$ cat config.mk
export PLATFORM = sky130hd
export DESIGN_NAME = epil_top
export DESIGN_NICKNAME = d
export VERILOG_FILES = /design/src/verilog/epil_pkg.sv /design/src/verilog/epil_pin_sync.sv /design/src/verilog/epil_top.sv
export SDC_FILE = /design/constraint.sdc
export NUM_CORES = 1
export LEC_CHECK = 0
export ABC_CLOCK_PERIOD_IN_PS = 1400
export BUFFER_PORTS_ARGS = -buffer_cell sky130_fd_sc_hd__buf_2
export CORE_ASPECT_RATIO = 0.8
export CORE_MARGIN = 1.5
export CORE_UTILIZATION = 35
export DETAILED_ROUTE_END_ITERATION = 10
export PLACE_DENSITY = 0.77
export SLEW_MARGIN = 5
export SYNTH_ARGS = -nofsm -noshare
export SYNTH_HDL_FRONTEND = slang
export SYNTH_SLANG_ARGS = --single-unit
export TNS_END_PERCENT = 1
$ cat constraint.sdc
create_clock -name pclk -period 1.4 [get_ports pclk]
set_input_delay 0.07 -clock pclk [delete_from_list [all_inputs] [get_ports pclk]]
set_output_delay 0.07 -clock pclk [all_outputs]
set_load 0.02 [all_outputs]
$ cat src/verilog/epil_pkg.sv
// package for the external pin interrupt latch: map, fields, types
package epil_pkg;

    // ========================================
    // register map (byte addresses, apb word aligned)
    localparam logic [11:0] EPIL_OFF_CTRL = 12'h000;
    localparam logic [11:0] EPIL_OFF_STAT = 12'h004;
    localparam logic [11:0] EPIL_OFF_MASK = 12'h008;

    // ========================================
    // external_interrupt_status_control fields
    localparam int EPIL_BIT_MODE = 0;
    localparam int EPIL_BIT_MASK = 1;
    localparam int EPIL_BIT_ACK = 2;
    localparam int EPIL_BIT_PEND = 3;

    // event status / event mask fields
    localparam int EPIL_EV_SET = 0;
    localparam int EPIL_EV_ACK = 1;
    localparam int EPIL_EV_W = 2;

    // ========================================
    // reset values
    localparam logic EPIL_RST_MODE = 1'b0;
    localparam logic EPIL_RST_MASK = 1'b0;
    localparam logic [EPIL_EV_W-1:0] EPIL_RST_EV = 2'h0;
    localparam logic [31:0] EPIL_RST_RDATA = 32'h0000_0000;

    // vector locations fetched by the cpu for this interrupt
    localparam logic [15:0] EPIL_VEC_HI = 16'hfffa;
    localparam logic [15:0] EPIL_VEC_LO = 16'hfffb;

    // ========================================
    // types
    typedef enum logic [1:0] {
        EPIL_BUS_IDLE = 2'b00,
        EPIL_BUS_WAIT = 2'b01,
        EPIL_BUS_DONE = 2'b11
    } epil_bus_e;

    typedef struct packed {
        logic level;
        logic fall;
    } epil_pin_s;

    typedef struct packed {
        epil_bus_e phase;
        logic latch;
        logic ack_seen;
        logic mode;
        logic mask;
        logic [EPIL_EV_W-1:0] ev_stat;
        logic [EPIL_EV_W-1:0] ev_mask;
        logic [31:0] prdata;
        logic pready;
        logic pslverr;
        logic cpu_req;
        logic irq;
    } epil_state_s;

endpackage : epil_pkg

$ cat src/verilog/epil_pin_sync.sv
// pin synchroniser and falling edge detector for the interrupt pin
`timescale 1ns/10ps
`default_nettype none

module epil_pin_sync
    import epil_pkg::*;
(
    input wire logic pclk,
    input wire logic presetn,
    input wire logic pin_n,
    output var epil_pin_s pin
);

    // ========================================
    // two flop synchroniser, stage one feeds only stage two
    logic meta;
    logic sync;
    logic last;
    logic [1:0] warm;

    // pin idles high (pullup), so reset to one avoids a false edge
    always_ff @(posedge pclk or negedge presetn) begin
        if (!presetn) begin
            meta <= 1'b1;
            sync <= 1'b1;
            last <= 1'b1;
            warm <= 2'h0;
        end else begin
            meta <= pin_n;
            sync <= meta;
            last <= sync;
            if (warm != 2'h3) begin
                warm <= warm + 2'h1;
            end
        end
    end

    // falling edge: one sample high followed by one sample low
    // no edge until last holds a real sample: a pin low through reset
    // must not raise a request once reset is released
    assign pin.level = sync;
    assign pin.fall = (warm == 2'h3) & last & ~sync;

endmodule : epil_pin_sync

`default_nettype wire

$ cat src/verilog/epil_top.sv
// external pin interrupt latch with apb status/control registers
// Contract
// a low on the pin sets the request latch per sensitivity
// a vector fetch acknowledge clears the request latch
// writing one to the acknowledge bit clears the latch like a fetch
// reset clears the latch even while the pin is low
// reset clears sensitivity, mask and acknowledge bits
// edge-only mode: acknowledge clears the request at once
// edge-and-level mode: clear needs acknowledge and pin high, any order
// edge-and-level mode keeps request pending while pin stays low
// mask bit set withholds the request from the cpu
// pending flag shows the latch regardless of the mask
// acknowledge bit is write-only and reads zero
// software acknowledge leaves edge detection intact
// taken request vectors through the dedicated high/low addresses
// in break without permit, software acknowledge has no effect
// with permit, break acknowledge clears and stays cleared
// cpu global interrupt mask also blocks this request
// software should mask in level mode to avoid repeats
// pin synchronised; falling edge is one high then one low sample
`timescale 1ns/10ps
`default_nettype none

module epil_top
    import epil_pkg::*;
#(
    parameter int ADDR_W = 12
)
(
    input wire logic pclk,
    input wire logic presetn,
    input wire logic psel,
    input wire logic penable,
    input wire logic pwrite,
    input wire logic [ADDR_W-1:0] paddr,
    input wire logic [31:0] pwdata,
    input wire logic [3:0] pstrb,
    output logic [31:0] prdata,
    output logic pready,
    output logic pslverr,
    input wire logic irq_pin_n,
    input wire logic vector_fetch,
    input wire logic break_state,
    input wire logic break_clear_permit_bit,
    output logic cpu_irq_request,
    output logic [15:0] vector_hi_addr,
    output logic [15:0] vector_lo_addr,
    output logic irq
);

    // ========================================
    // pin front end
    epil_pin_s pin;

    epil_pin_sync u_sync (
        .pclk(pclk),
        .presetn(presetn),
        .pin_n(irq_pin_n),
        .pin(pin)
    );

    // ========================================
    // address decode helpers
    function automatic logic hit(input logic [ADDR_W-1:0] a,
                                 input logic [11:0] off);
        logic [ADDR_W-1:0] o;
        o = ADDR_W'(off);
        hit = (a[ADDR_W-1:2] == o[ADDR_W-1:2]);
    endfunction : hit

    function automatic logic mapped(input logic [ADDR_W-1:0] a);
        mapped = hit(a, EPIL_OFF_CTRL) | hit(a, EPIL_OFF_STAT)
               | hit(a, EPIL_OFF_MASK);
    endfunction : mapped

    // ========================================
    // state
    epil_state_s s;
    epil_state_s next_s;

    logic commit;
    logic wr_ctrl;
    logic wr_stat;
    logic wr_mask;
    logic sw_ack;
    logic ack;
    logic ack_any;
    logic latch_next;
    logic [EPIL_EV_W-1:0] ev;

    // a write takes effect only at the edge where pready is sampled high
    assign commit = psel & penable & s.pready;
    assign wr_ctrl = commit & pwrite & pstrb[0] & hit(paddr, EPIL_OFF_CTRL);
    assign wr_stat = commit & pwrite & pstrb[0] & hit(paddr, EPIL_OFF_STAT);
    assign wr_mask = commit & pwrite & pstrb[0] & hit(paddr, EPIL_OFF_MASK);

    // break protects the latch from software acknowledge unless the permit input is set
    assign sw_ack = wr_ctrl & pwdata[EPIL_BIT_ACK]
                  & ~(break_state & ~break_clear_permit_bit);
    assign ack = vector_fetch | sw_ack;
    assign ack_any = ack | s.ack_seen;

    always_comb begin
        if (s.mode) begin
            // level mode: needs both an acknowledge and the pin high
            latch_next = pin.fall
                       | (s.latch & ~(ack_any & pin.level));
        end else begin
            latch_next = pin.fall | (s.latch & ~ack);
        end
    end

    assign ev[EPIL_EV_SET] = latch_next & ~s.latch;
    assign ev[EPIL_EV_ACK] = ack & s.latch;

    always_comb begin
        next_s = s;
        next_s.latch = latch_next;
        // remember an acknowledge until the request drops or a new falling edge arrives
        if (!latch_next || pin.fall) begin
            next_s.ack_seen = 1'b0;
        end else if (ack) begin
            next_s.ack_seen = 1'b1;
        end
        if (wr_ctrl) begin
            next_s.mode = pwdata[EPIL_BIT_MODE];
            next_s.mask = pwdata[EPIL_BIT_MASK];
        end
        if (wr_mask) begin
            next_s.ev_mask = pwdata[EPIL_EV_W-1:0];
        end
        // new events win over a write-one clear in the same cycle
        if (wr_stat) begin
            next_s.ev_stat = (s.ev_stat & ~pwdata[EPIL_EV_W-1:0]) | ev;
        end else begin
            next_s.ev_stat = s.ev_stat | ev;
        end
        next_s.cpu_req = latch_next & ~next_s.mask;
        next_s.irq = |(next_s.ev_stat & next_s.ev_mask);
        // apb: one wait cycle, read data captured while waiting
        next_s.pready = 1'b0;
        case (s.phase)
            EPIL_BUS_IDLE: begin
                if (psel && !penable) begin
                    next_s.phase = EPIL_BUS_WAIT;
                end
            end
            EPIL_BUS_WAIT: begin
                next_s.phase = EPIL_BUS_DONE;
                next_s.pready = 1'b1;
                next_s.pslverr = ~mapped(paddr);
                next_s.prdata = EPIL_RST_RDATA;
                if (!pwrite) begin
                    if (hit(paddr, EPIL_OFF_CTRL)) begin
                        next_s.prdata[EPIL_BIT_MODE] = s.mode;
                        next_s.prdata[EPIL_BIT_MASK] = s.mask;
                        next_s.prdata[EPIL_BIT_ACK] = 1'b0;
                        next_s.prdata[EPIL_BIT_PEND] = s.latch;
                    end else if (hit(paddr, EPIL_OFF_STAT)) begin
                        next_s.prdata[EPIL_EV_W-1:0] = s.ev_stat;
                    end else if (hit(paddr, EPIL_OFF_MASK)) begin
                        next_s.prdata[EPIL_EV_W-1:0] = s.ev_mask;
                    end
                end
            end
            EPIL_BUS_DONE: begin
                next_s.phase = EPIL_BUS_IDLE;
                next_s.pslverr = 1'b0;
                next_s.prdata = EPIL_RST_RDATA;
            end
            default: begin
                next_s.phase = EPIL_BUS_IDLE;
            end
        endcase
    end

    // reset clears latch and control bits whatever the pin does
    always_ff @(posedge pclk or negedge presetn) begin
        if (!presetn) begin
            s.phase <= EPIL_BUS_IDLE;
            s.latch <= 1'b0;
            s.ack_seen <= 1'b0;
            s.mode <= EPIL_RST_MODE;
            s.mask <= EPIL_RST_MASK;
            s.ev_stat <= EPIL_RST_EV;
            s.ev_mask <= EPIL_RST_EV;
            s.prdata <= EPIL_RST_RDATA;
            s.pready <= 1'b0;
            s.pslverr <= 1'b0;
            s.cpu_req <= 1'b0;
            s.irq <= 1'b0;
        end else begin
            s <= next_s;
        end
    end

    // vector locations are fixed; held in flops so outputs are registered
    always_ff @(posedge pclk or negedge presetn) begin
        if (!presetn) begin
            vector_hi_addr <= EPIL_VEC_HI;
            vector_lo_addr <= EPIL_VEC_LO;
        end else begin
            vector_hi_addr <= EPIL_VEC_HI;
            vector_lo_addr <= EPIL_VEC_LO;
        end
    end

    // the cpu's own global mask still gates cpu_irq_request downstream
    assign prdata = s.prdata;
    assign pready = s.pready;
    assign pslverr = s.pslverr;
    assign cpu_irq_request = s.cpu_req;
    assign irq = s.irq;

    logic rd_ctrl_done;
    assign rd_ctrl_done = commit & ~pwrite & hit(paddr, EPIL_OFF_CTRL);
endmodule : epil_top

`default_nettype wire
* Word-level counts from Yosys, hierarchy flattened *
Cells that the tools add are included.

word-level totals
  register bits after elaboration = 51

cells by class
  $add $sub $neg = 1
  eq/ne operators = 7
  muxes and demuxes = 16
  bitwise logic cells = 37
  reduce and logical (&&, ||, !) cells = 9

operator list
  operator               count
  $pmux W32 S2           1
  $and A1 B1 Y1          18
  $mux W2                7
  $eq A10 B1 Y1 const B  1
  $eq A10 B2 Y1 const B  1
  $logic_not A10 Y1      1
  $not A1 Y1             8
  $or A1 B1 Y1           6
  $mux W1                5
  $and A2 B2 Y2          2
  $eq A2 B2 Y1 const B   2
  $mux W4                1
  $ne A2 B2 Y1 const B   2
  $or A2 B2 Y2           2
  $pmux W2 S2            1
  $reduce_bool A2 Y1     2
  $add A2 B1 Y2 const B  1
  $eq A2 B1 Y1 const B   1
  $logic_not A1 Y1       2
  $logic_not A2 Y1       1
  $not A2 Y2             1
  $pmux W1 S2            1
  $reduce_or A2 Y1       1
  $logic_and A1 B1 Y1    1
  $logic_or A1 B1 Y1     1

* Logic depth before layout (Yosys ltp) *
Gate-level depths: netlist (run 1).

  depth after elaboration = 19
  mapped depth = 5

* Modules after synthesis *
A second synthesis (run 1) with hierarchy kept.

second synthesis, totals
  cell total of the unflattened synthesis = 146
  area, all modules = 1483.9 um^2

modules (own cells, without submodules)
  module         instances  cells an instance  area an instance (um^2)  seq. area each (um^2)
  epil_top       1          136                1301.2                   425.4
  epil_pin_sync  1          10                 182.7                    128.9

* Worst setup path after synthesis (run 1) *
Ideal clock, no wire load.

  path type = input-to-reg
  start point = input paddr[7]
  end point = register, netlist name irq
  library setup time = 0.121 ns
  arrival = 1.592 ns
  required time = 1.279 ns
  slack = -0.313 ns
  stages on the path = 5
  cells stage by stage = or4_4 > nor3_4 > and3_2 > mux2_2 > a22o_1

RTL lines
  element             RTL line        text
  start: declaration  epil_top.sv:35  input wire logic [ADDR_W-1:0] paddr,

==> results of run 1 <==
[critical path: stages]
cell and delay [ps]:
buf_6 90, or4_4 550, nor3_4 230, and3_4 220
mux2_4 300, a22o_1 220
[layout make-up]
type	count	area, um^2	share of cell area, %
Clock buffer	4	45.0	2.82
Inverter	7	26.3	1.65
Multi-Input combinational cell	118	678	42.5
Sequential cell	22	554	34.7
Tap cell	55	68.8	4.31
Timing Repair Buffer	38	224	14.0
[sequential cells by signal (all words and copies together), names as in the netlist]
signal / flops
pslverr: 1
u_sync.warm: 2
u_sync.meta: 1
u_sync.last: 1
pready: 1
irq: 1
s: 10
prdata: 3
u_sync.sync: 1
cpu_irq_request: 1
[cell usage in the layout (no fill, tap or decap), types with 2 or more instances in the layout]
cell,instances
a21oi_1,4
or4_4,2
buf_2,28
dfstp_2,3
buf_4,7
o21ai_0,4
nor2b_1,5
mux2_2,2
clkbuf_8,3
dlygate4sd3_1,2
dfrtp_1,19
nor2_1,2
nand2_1,8
conb_1,61
mux2_4,3
o2111ai_1,2
a22o_1,2
nand4_1,3
nor2_2,2
inv_1,7
nand2b_1,2
[cell usage after synthesis, drive strengths merged, types with 2 or more instances]
| cell type | instances | area share [%] |
|---|---|---|
| nand2b | 2 | 0.85 |
| inv | 7 | 1.8 |
| a21oi | 4 | 1.4 |
| a22o | 2 | 1.2 |
| conb | 2 | 0.51 |
| mux2 | 5 | 4.1 |
| dfrtp | 19 | 32 |
| or4 | 2 | 1.5 |
| nor2b | 5 | 2.1 |
| nor3 | 2 | 1.4 |
| dfstp | 3 | 5.3 |
| o21ai | 4 | 1.4 |
| nor2 | 4 | 1.0 |
| o2111ai | 3 | 1.8 |
| nand3b | 2 | 1.3 |
| nand2 | 8 | 2.0 |
| nand4 | 3 | 1.3 |
| buf | 64 | 33 |
[metal layers]
layer	track usage, %	share of wire [%]	up-vias
li1	-	-	449
met1	13.7	42	441
met2	17.3	50	43
met3	1.96	7.0	2
met4	5.10	1.3	0
met5	0	0	-
[power groups by stage]
stage	Combinational, uW	Clock [uW]	Sequential (uW)
after floorplan	365	0	794
after global placement	363	0	766
after detailed placement	371	0	768
after CTS	381	393	756
after global routing	428	428	769
final	386	383	755
[repair_timing]
item                                    CTS  global route
gates resized for setup                   4             3
endpoints found under the setup margin    6             7
setup buffers                             0             2
pin swaps                                 1             3
hold buffers                              2             0
endpoints found under the hold margin    20             0
[metrics by stage]
stage	util (%)	area, um^2	std cells	worst slack, ps	setup TNS (ps)
floorplan	-	1710	212	-285	-903
global placement	37.6	1480	236	-375	-3200
detailed placement	37.6	1480	236	-439	-3530
CTS	39.9	1570	242	-142	-464
global route	40.6	1600	244	-175	-839
finish	40.6	1600	244	-143	-564
[logic make-up (layout without fill, tap and decap cells)]
group,after synthesis,in the layout,share of synthesized area [%]
fa+ha+maj,1,1,0.847
simple gates,33,33,13.9
compound gates,17,17,7.97
flops,22,22,37.5
mux,5,5,4.07
xor+xnor,1,1,0.593
buf+inv,72,49,34.6
other cells,2,61,0.509
[worst max path at each step]
| stage | startpoint | endpoint | slack, ps | cells after the start |
|---|---|---|---|---|
| after floorplan | paddr[10] | irq | -280 | 5 |
| after global placement | paddr[10] | cpu_irq_request | -380 | 7 |
| after detailed placement | paddr[10] | irq | -440 | 7 |
| after CTS | paddr[10] | irq | -140 | 6 |
| after global routing | paddr[4] | irq | -180 | 6 |
| final | paddr[4] | irq | -140 | 6 |
==> results_dict.tcl, run 1 <==
set metrics [dict create \
    grt_pass1_wl_um 3640 \
    gr-total-overflow 0 \
    ys_async_sr_fraction_pct 100 \
    layout_setup_ws_ps -143 \
    finalCritPeriodShare_pct 110 \
    swShare_pct 33.8 \
    hold_path_depth 3 \
    syn_to_final_growth_pct 8.14 \
    dominantRegCellSynth "dfrtp_1" \
    hold_slack_ps 84.6 \
    peakVddDrop_mv 0.358 \
    violations "negative setup slack" \
    max_freq_mhz 648 \
    setup_viol 6 \
    track_usage_pct 10.6 \
    htreeDepth 1 \
    ios 125 \
    crit_arrival_ps 1680 \
    start_util_pct 37.6 \
    core-area_um2 3930 \
    viasPerCell 3.83 \
    reg2reg_slack_ps -70 \
    power.leakage_uw 0.000851 \
    clockBufferDepth 2 \
    antenna_cells 0 \
    yosysWarnings 0 \
    nFillCells 399 \
    combPwrFrac_pct 25.3 \
    crit_fanout 3 \
    ys_types 33 \
    critPathCaptureType "register" \
    clkPwrFrac_pct 25.1 \
    synth_area_per_cell_um2 9.65 \
    cts.sinks 22 \
    die_width_um 75.6 \
    first_pass_iters 4 \
    synth.ff_latch_count 22 \
    power_frac_seq_pct 49.5 \
    numCtsBuffers 3 \
    ant_nets 0 \
    grt_max_degree 23 \
    reg2reg_to "irq" \
    drtIter0Drc 4 \
    cts_tree "done" \
    port_buffers 29 \
    clk_pin_slew_ps 80 \
    cp-start-kind "input port" \
    drc_errors 0 \
    rows 20 \
    worstSetupPathType "input port to register" \
    clock_skew_ps 6.98 \
    synth_cells 153 \
    status "complete, but fails checks" \
    grt_pass1_vias 810 \
    final_nets 248 \
    wl_per_cell_um 9.24 \
    hold_class "input port to register" \
    vias 935 \
    ys_seq_area_share_pct 37.5 \
    cp.required_ps 1540 \
    r2r_start "pready" \
    clkLatencyLatePin_ps 250 \
    layout-drive-gt1-share_pct 30.7 \
    root_buffer "clkbuf_8" \
    hold_viol 0 \
    power_switching_uw 515 \
    antenna_found_initial 0 \
    finalPower_uw 1520 \
    max-cap-violations 0 \
    synth-edff-count 0 \
    internal_power_uw 1010 \
    min_from "psel" \
    rsz0062_at_grt "yes" \
    gp_congestion 0.778 \
    syn_area_um2 1480 \
    slew_viol_final 0 \
    power.density_nw_per_um2 955 \
    reg2regPathDepth 6 \
    totalWireLength_um 2250 \
    hold_path_end "s[44]" \
    dieArea_um2 4620 \
    fp.dieH_um 61.1 \
    hpwl_um 1790 \
    min_period_ps 1540 \
]
(Power assumes the default switching activity.)
==> inputs of run 2 (changes only) <==
--- a/config.mk
+++ b/config.mk
@@ -12,6 +12,7 @@
 export CORE_UTILIZATION = 35
 export DETAILED_ROUTE_END_ITERATION = 10
 export PLACE_DENSITY = 0.77
+export REMOVE_ABC_BUFFERS = 1
 export SLEW_MARGIN = 5
 export SYNTH_ARGS = -nofsm -noshare
 export SYNTH_HDL_FRONTEND = slang
==> run 2 against run 1 <==
  * The run still ends with negative setup slack left
  * Critical path depth did not move
  * Wire length rose by 1.8%
  * Cell area rose by 1.3%
  * Utilization rose by 0.54 points
  * Worst setup slack improved by 48 ps
  * Combinational power barely moved
  * Worst hold slack got worse by 28 ps
  * Largest power group unchanged
  * Highest routed layer unchanged
==> results_dict.tcl, run 2 (synthesized netlist as in run 1, its figures left out) <==
set metrics [dict create \
    fin_tns_setup_ps -224 \
    drc_errors 0 \
    final_common_cell "conb_1" \
    hold_class "input port to register" \
    start_util_pct 37.6 \
    syn_to_final_growth_pct 9.58 \
    dieArea_um2 4620 \
    fin_util_pct 41.2 \
    crit_fanout 2 \
    rows 20 \
    dp_cells 238 \
    antenna_found_initial 0 \
    drtIter0Drc 25 \
    totalWireLength_um 2290 \
    power.density_nw_per_um2 952 \
    final_area_um2 1620 \
    ant_nets 0 \
    finalCritPeriodShare_pct 107 \
    rsz0062_at_grt "yes" \
    worstSetupPathType "input port to register" \
    first_pass_iters 3 \
    port_buffers 29 \
    die_width_um 75.6 \
    hpwl_um 1840 \
    regMostFlops "s" \
    hold_viol 0 \
    vias 926 \
    violations "negative setup slack" \
    min_period_ps 1490 \
    viasPerCell 3.78 \
    gr-total-overflow 0 \
    final_cells 245 \
    setup_viol 5 \
    grt_pass1_wl_um 3600 \
    reg2regPathDepth 6 \
    grt_max_degree 23 \
    clk_pin_slew_ps 80 \
    antenna_cells 0 \
    hold_path_depth 3 \
    track_usage_pct 10.7 \
    cp-start-kind "input port" \
    cts.sinks 22 \
    critPathCaptureType "register" \
    slew_viol_final 0 \
    clkLatencyLatePin_ps 260 \
    crit_path_max_incr_delay_ps 540 \
    gp_congestion 0.826 \
    clock_skew_ps 7.74 \
    cts_tree "done" \
    fp.dieH_um 61.1 \
    grt_pass1_vias 785 \
    cpLargestDelayFamily "simple AND/OR/NAND/NOR gates" \
    root_buffer "clkbuf_8" \
    largest_reg_flops 10 \
    layout-drive-gt1-share_pct 32.6 \
    htreeDepth 1 \
    crit_arrival_ps 1640 \
    peakVddDrop_mv 0.391 \
    placed_area_um2 1480 \
    crit_buf_inv 1 \
    wl_per_cell_um 9.36 \
    power.leakage_uw 0.000829 \
    final_nets 249 \
    numCtsBuffers 3 \
    cp.required_ps 1540 \
    critical-path-slowest-cell "or4_4" \
    status "complete, but fails checks" \
    clockBufferDepth 2 \
    ios 125 \
    top_regs "s (10), prdata (3), u_sync.warm (2)" \
    core-area_um2 3930 \
    critical_path_cell_count 6 \
    path_cells "buf_6, or4_4, nor3_4, and3_4, mux2_4, a22o_1" \
    max-cap-violations 0 \
    layout_setup_ws_ps -94.4 \
    layout_common_cells "61 x conb_1, 28 x buf_2, 19 x dfrtp_1, 8 x nand2_1" \
    max_freq_mhz 669 \
]
[run 2: cell count changes in the layout (fill, tap and decap cells not counted), sizes merged]
| cell | before | now |
|---|---|---|
| buf | 36 | 37 |
[run 2: layer usage]
layer  GRT usage (%)  routed length, um  part of all wire (%)
met1            13.9               1030                    45
met2            17.0               1130                    49
met3            3.93                131                   5.7
met4            2.81                  6                  0.26
met5               0                  0                     0
[run 2: layout make-up]
class,instances,area [um^2]
Sequential cell,22,554
Tap cell,55,68.8
Fill cell,401,2310
Clock buffer,4,45.0
Timing Repair Buffer,39,235
Inverter,7,26.3
Multi-Input combinational cell,118,688
[run 2: repair_timing]
item                                    4_1_cts  5_1_grt
setup buffers                                 1        0
pin swaps                                     5        2
hold endpoints to repair                     20        0
resized for setup                             8        7
hold buffers                                  2        0
endpoints found under the setup margin        5        9
[run 2: metrics by stage]
stage,total power [uW],hold WS (ps),worst slack (ps)
floorplan,1030,-226,-313
global placement,1130,46.7,-380
detailed placement,1140,55.4,-407
CTS,1550,56.6,-59.5
global route,1630,82.8,-103
finish,1540,56.2,-94.4
[run 2: report_power, final]
part           leakage (uW)  total (uW)  internal [uW]  switching [uW]
Combinational      0.000540         388            103             285
Clock             0.0000228         392            202             190
Sequential         0.000266         760            704            56.5
[run 2: path summary, 6_finish.rpt]
check                             from           to  slack [ps]
setup reg to reg                pready          irq         -30
min in group asynchronous      presetn      pslverr         290
hold reg to reg            u_sync.meta  u_sync.sync         360
hold / removal                    psel        s[44]          60
max in group asynchronous      presetn  u_sync.sync         760
setup / recovery              paddr[4]          irq         -90
[run 2: tightest hold or removal path, delay by kind of cell]
family,cells,cell delay (ps)
and+or+nand+nor,1,70
buffers and inverters,1,80
AOI/OAI and AO/OA,1,50
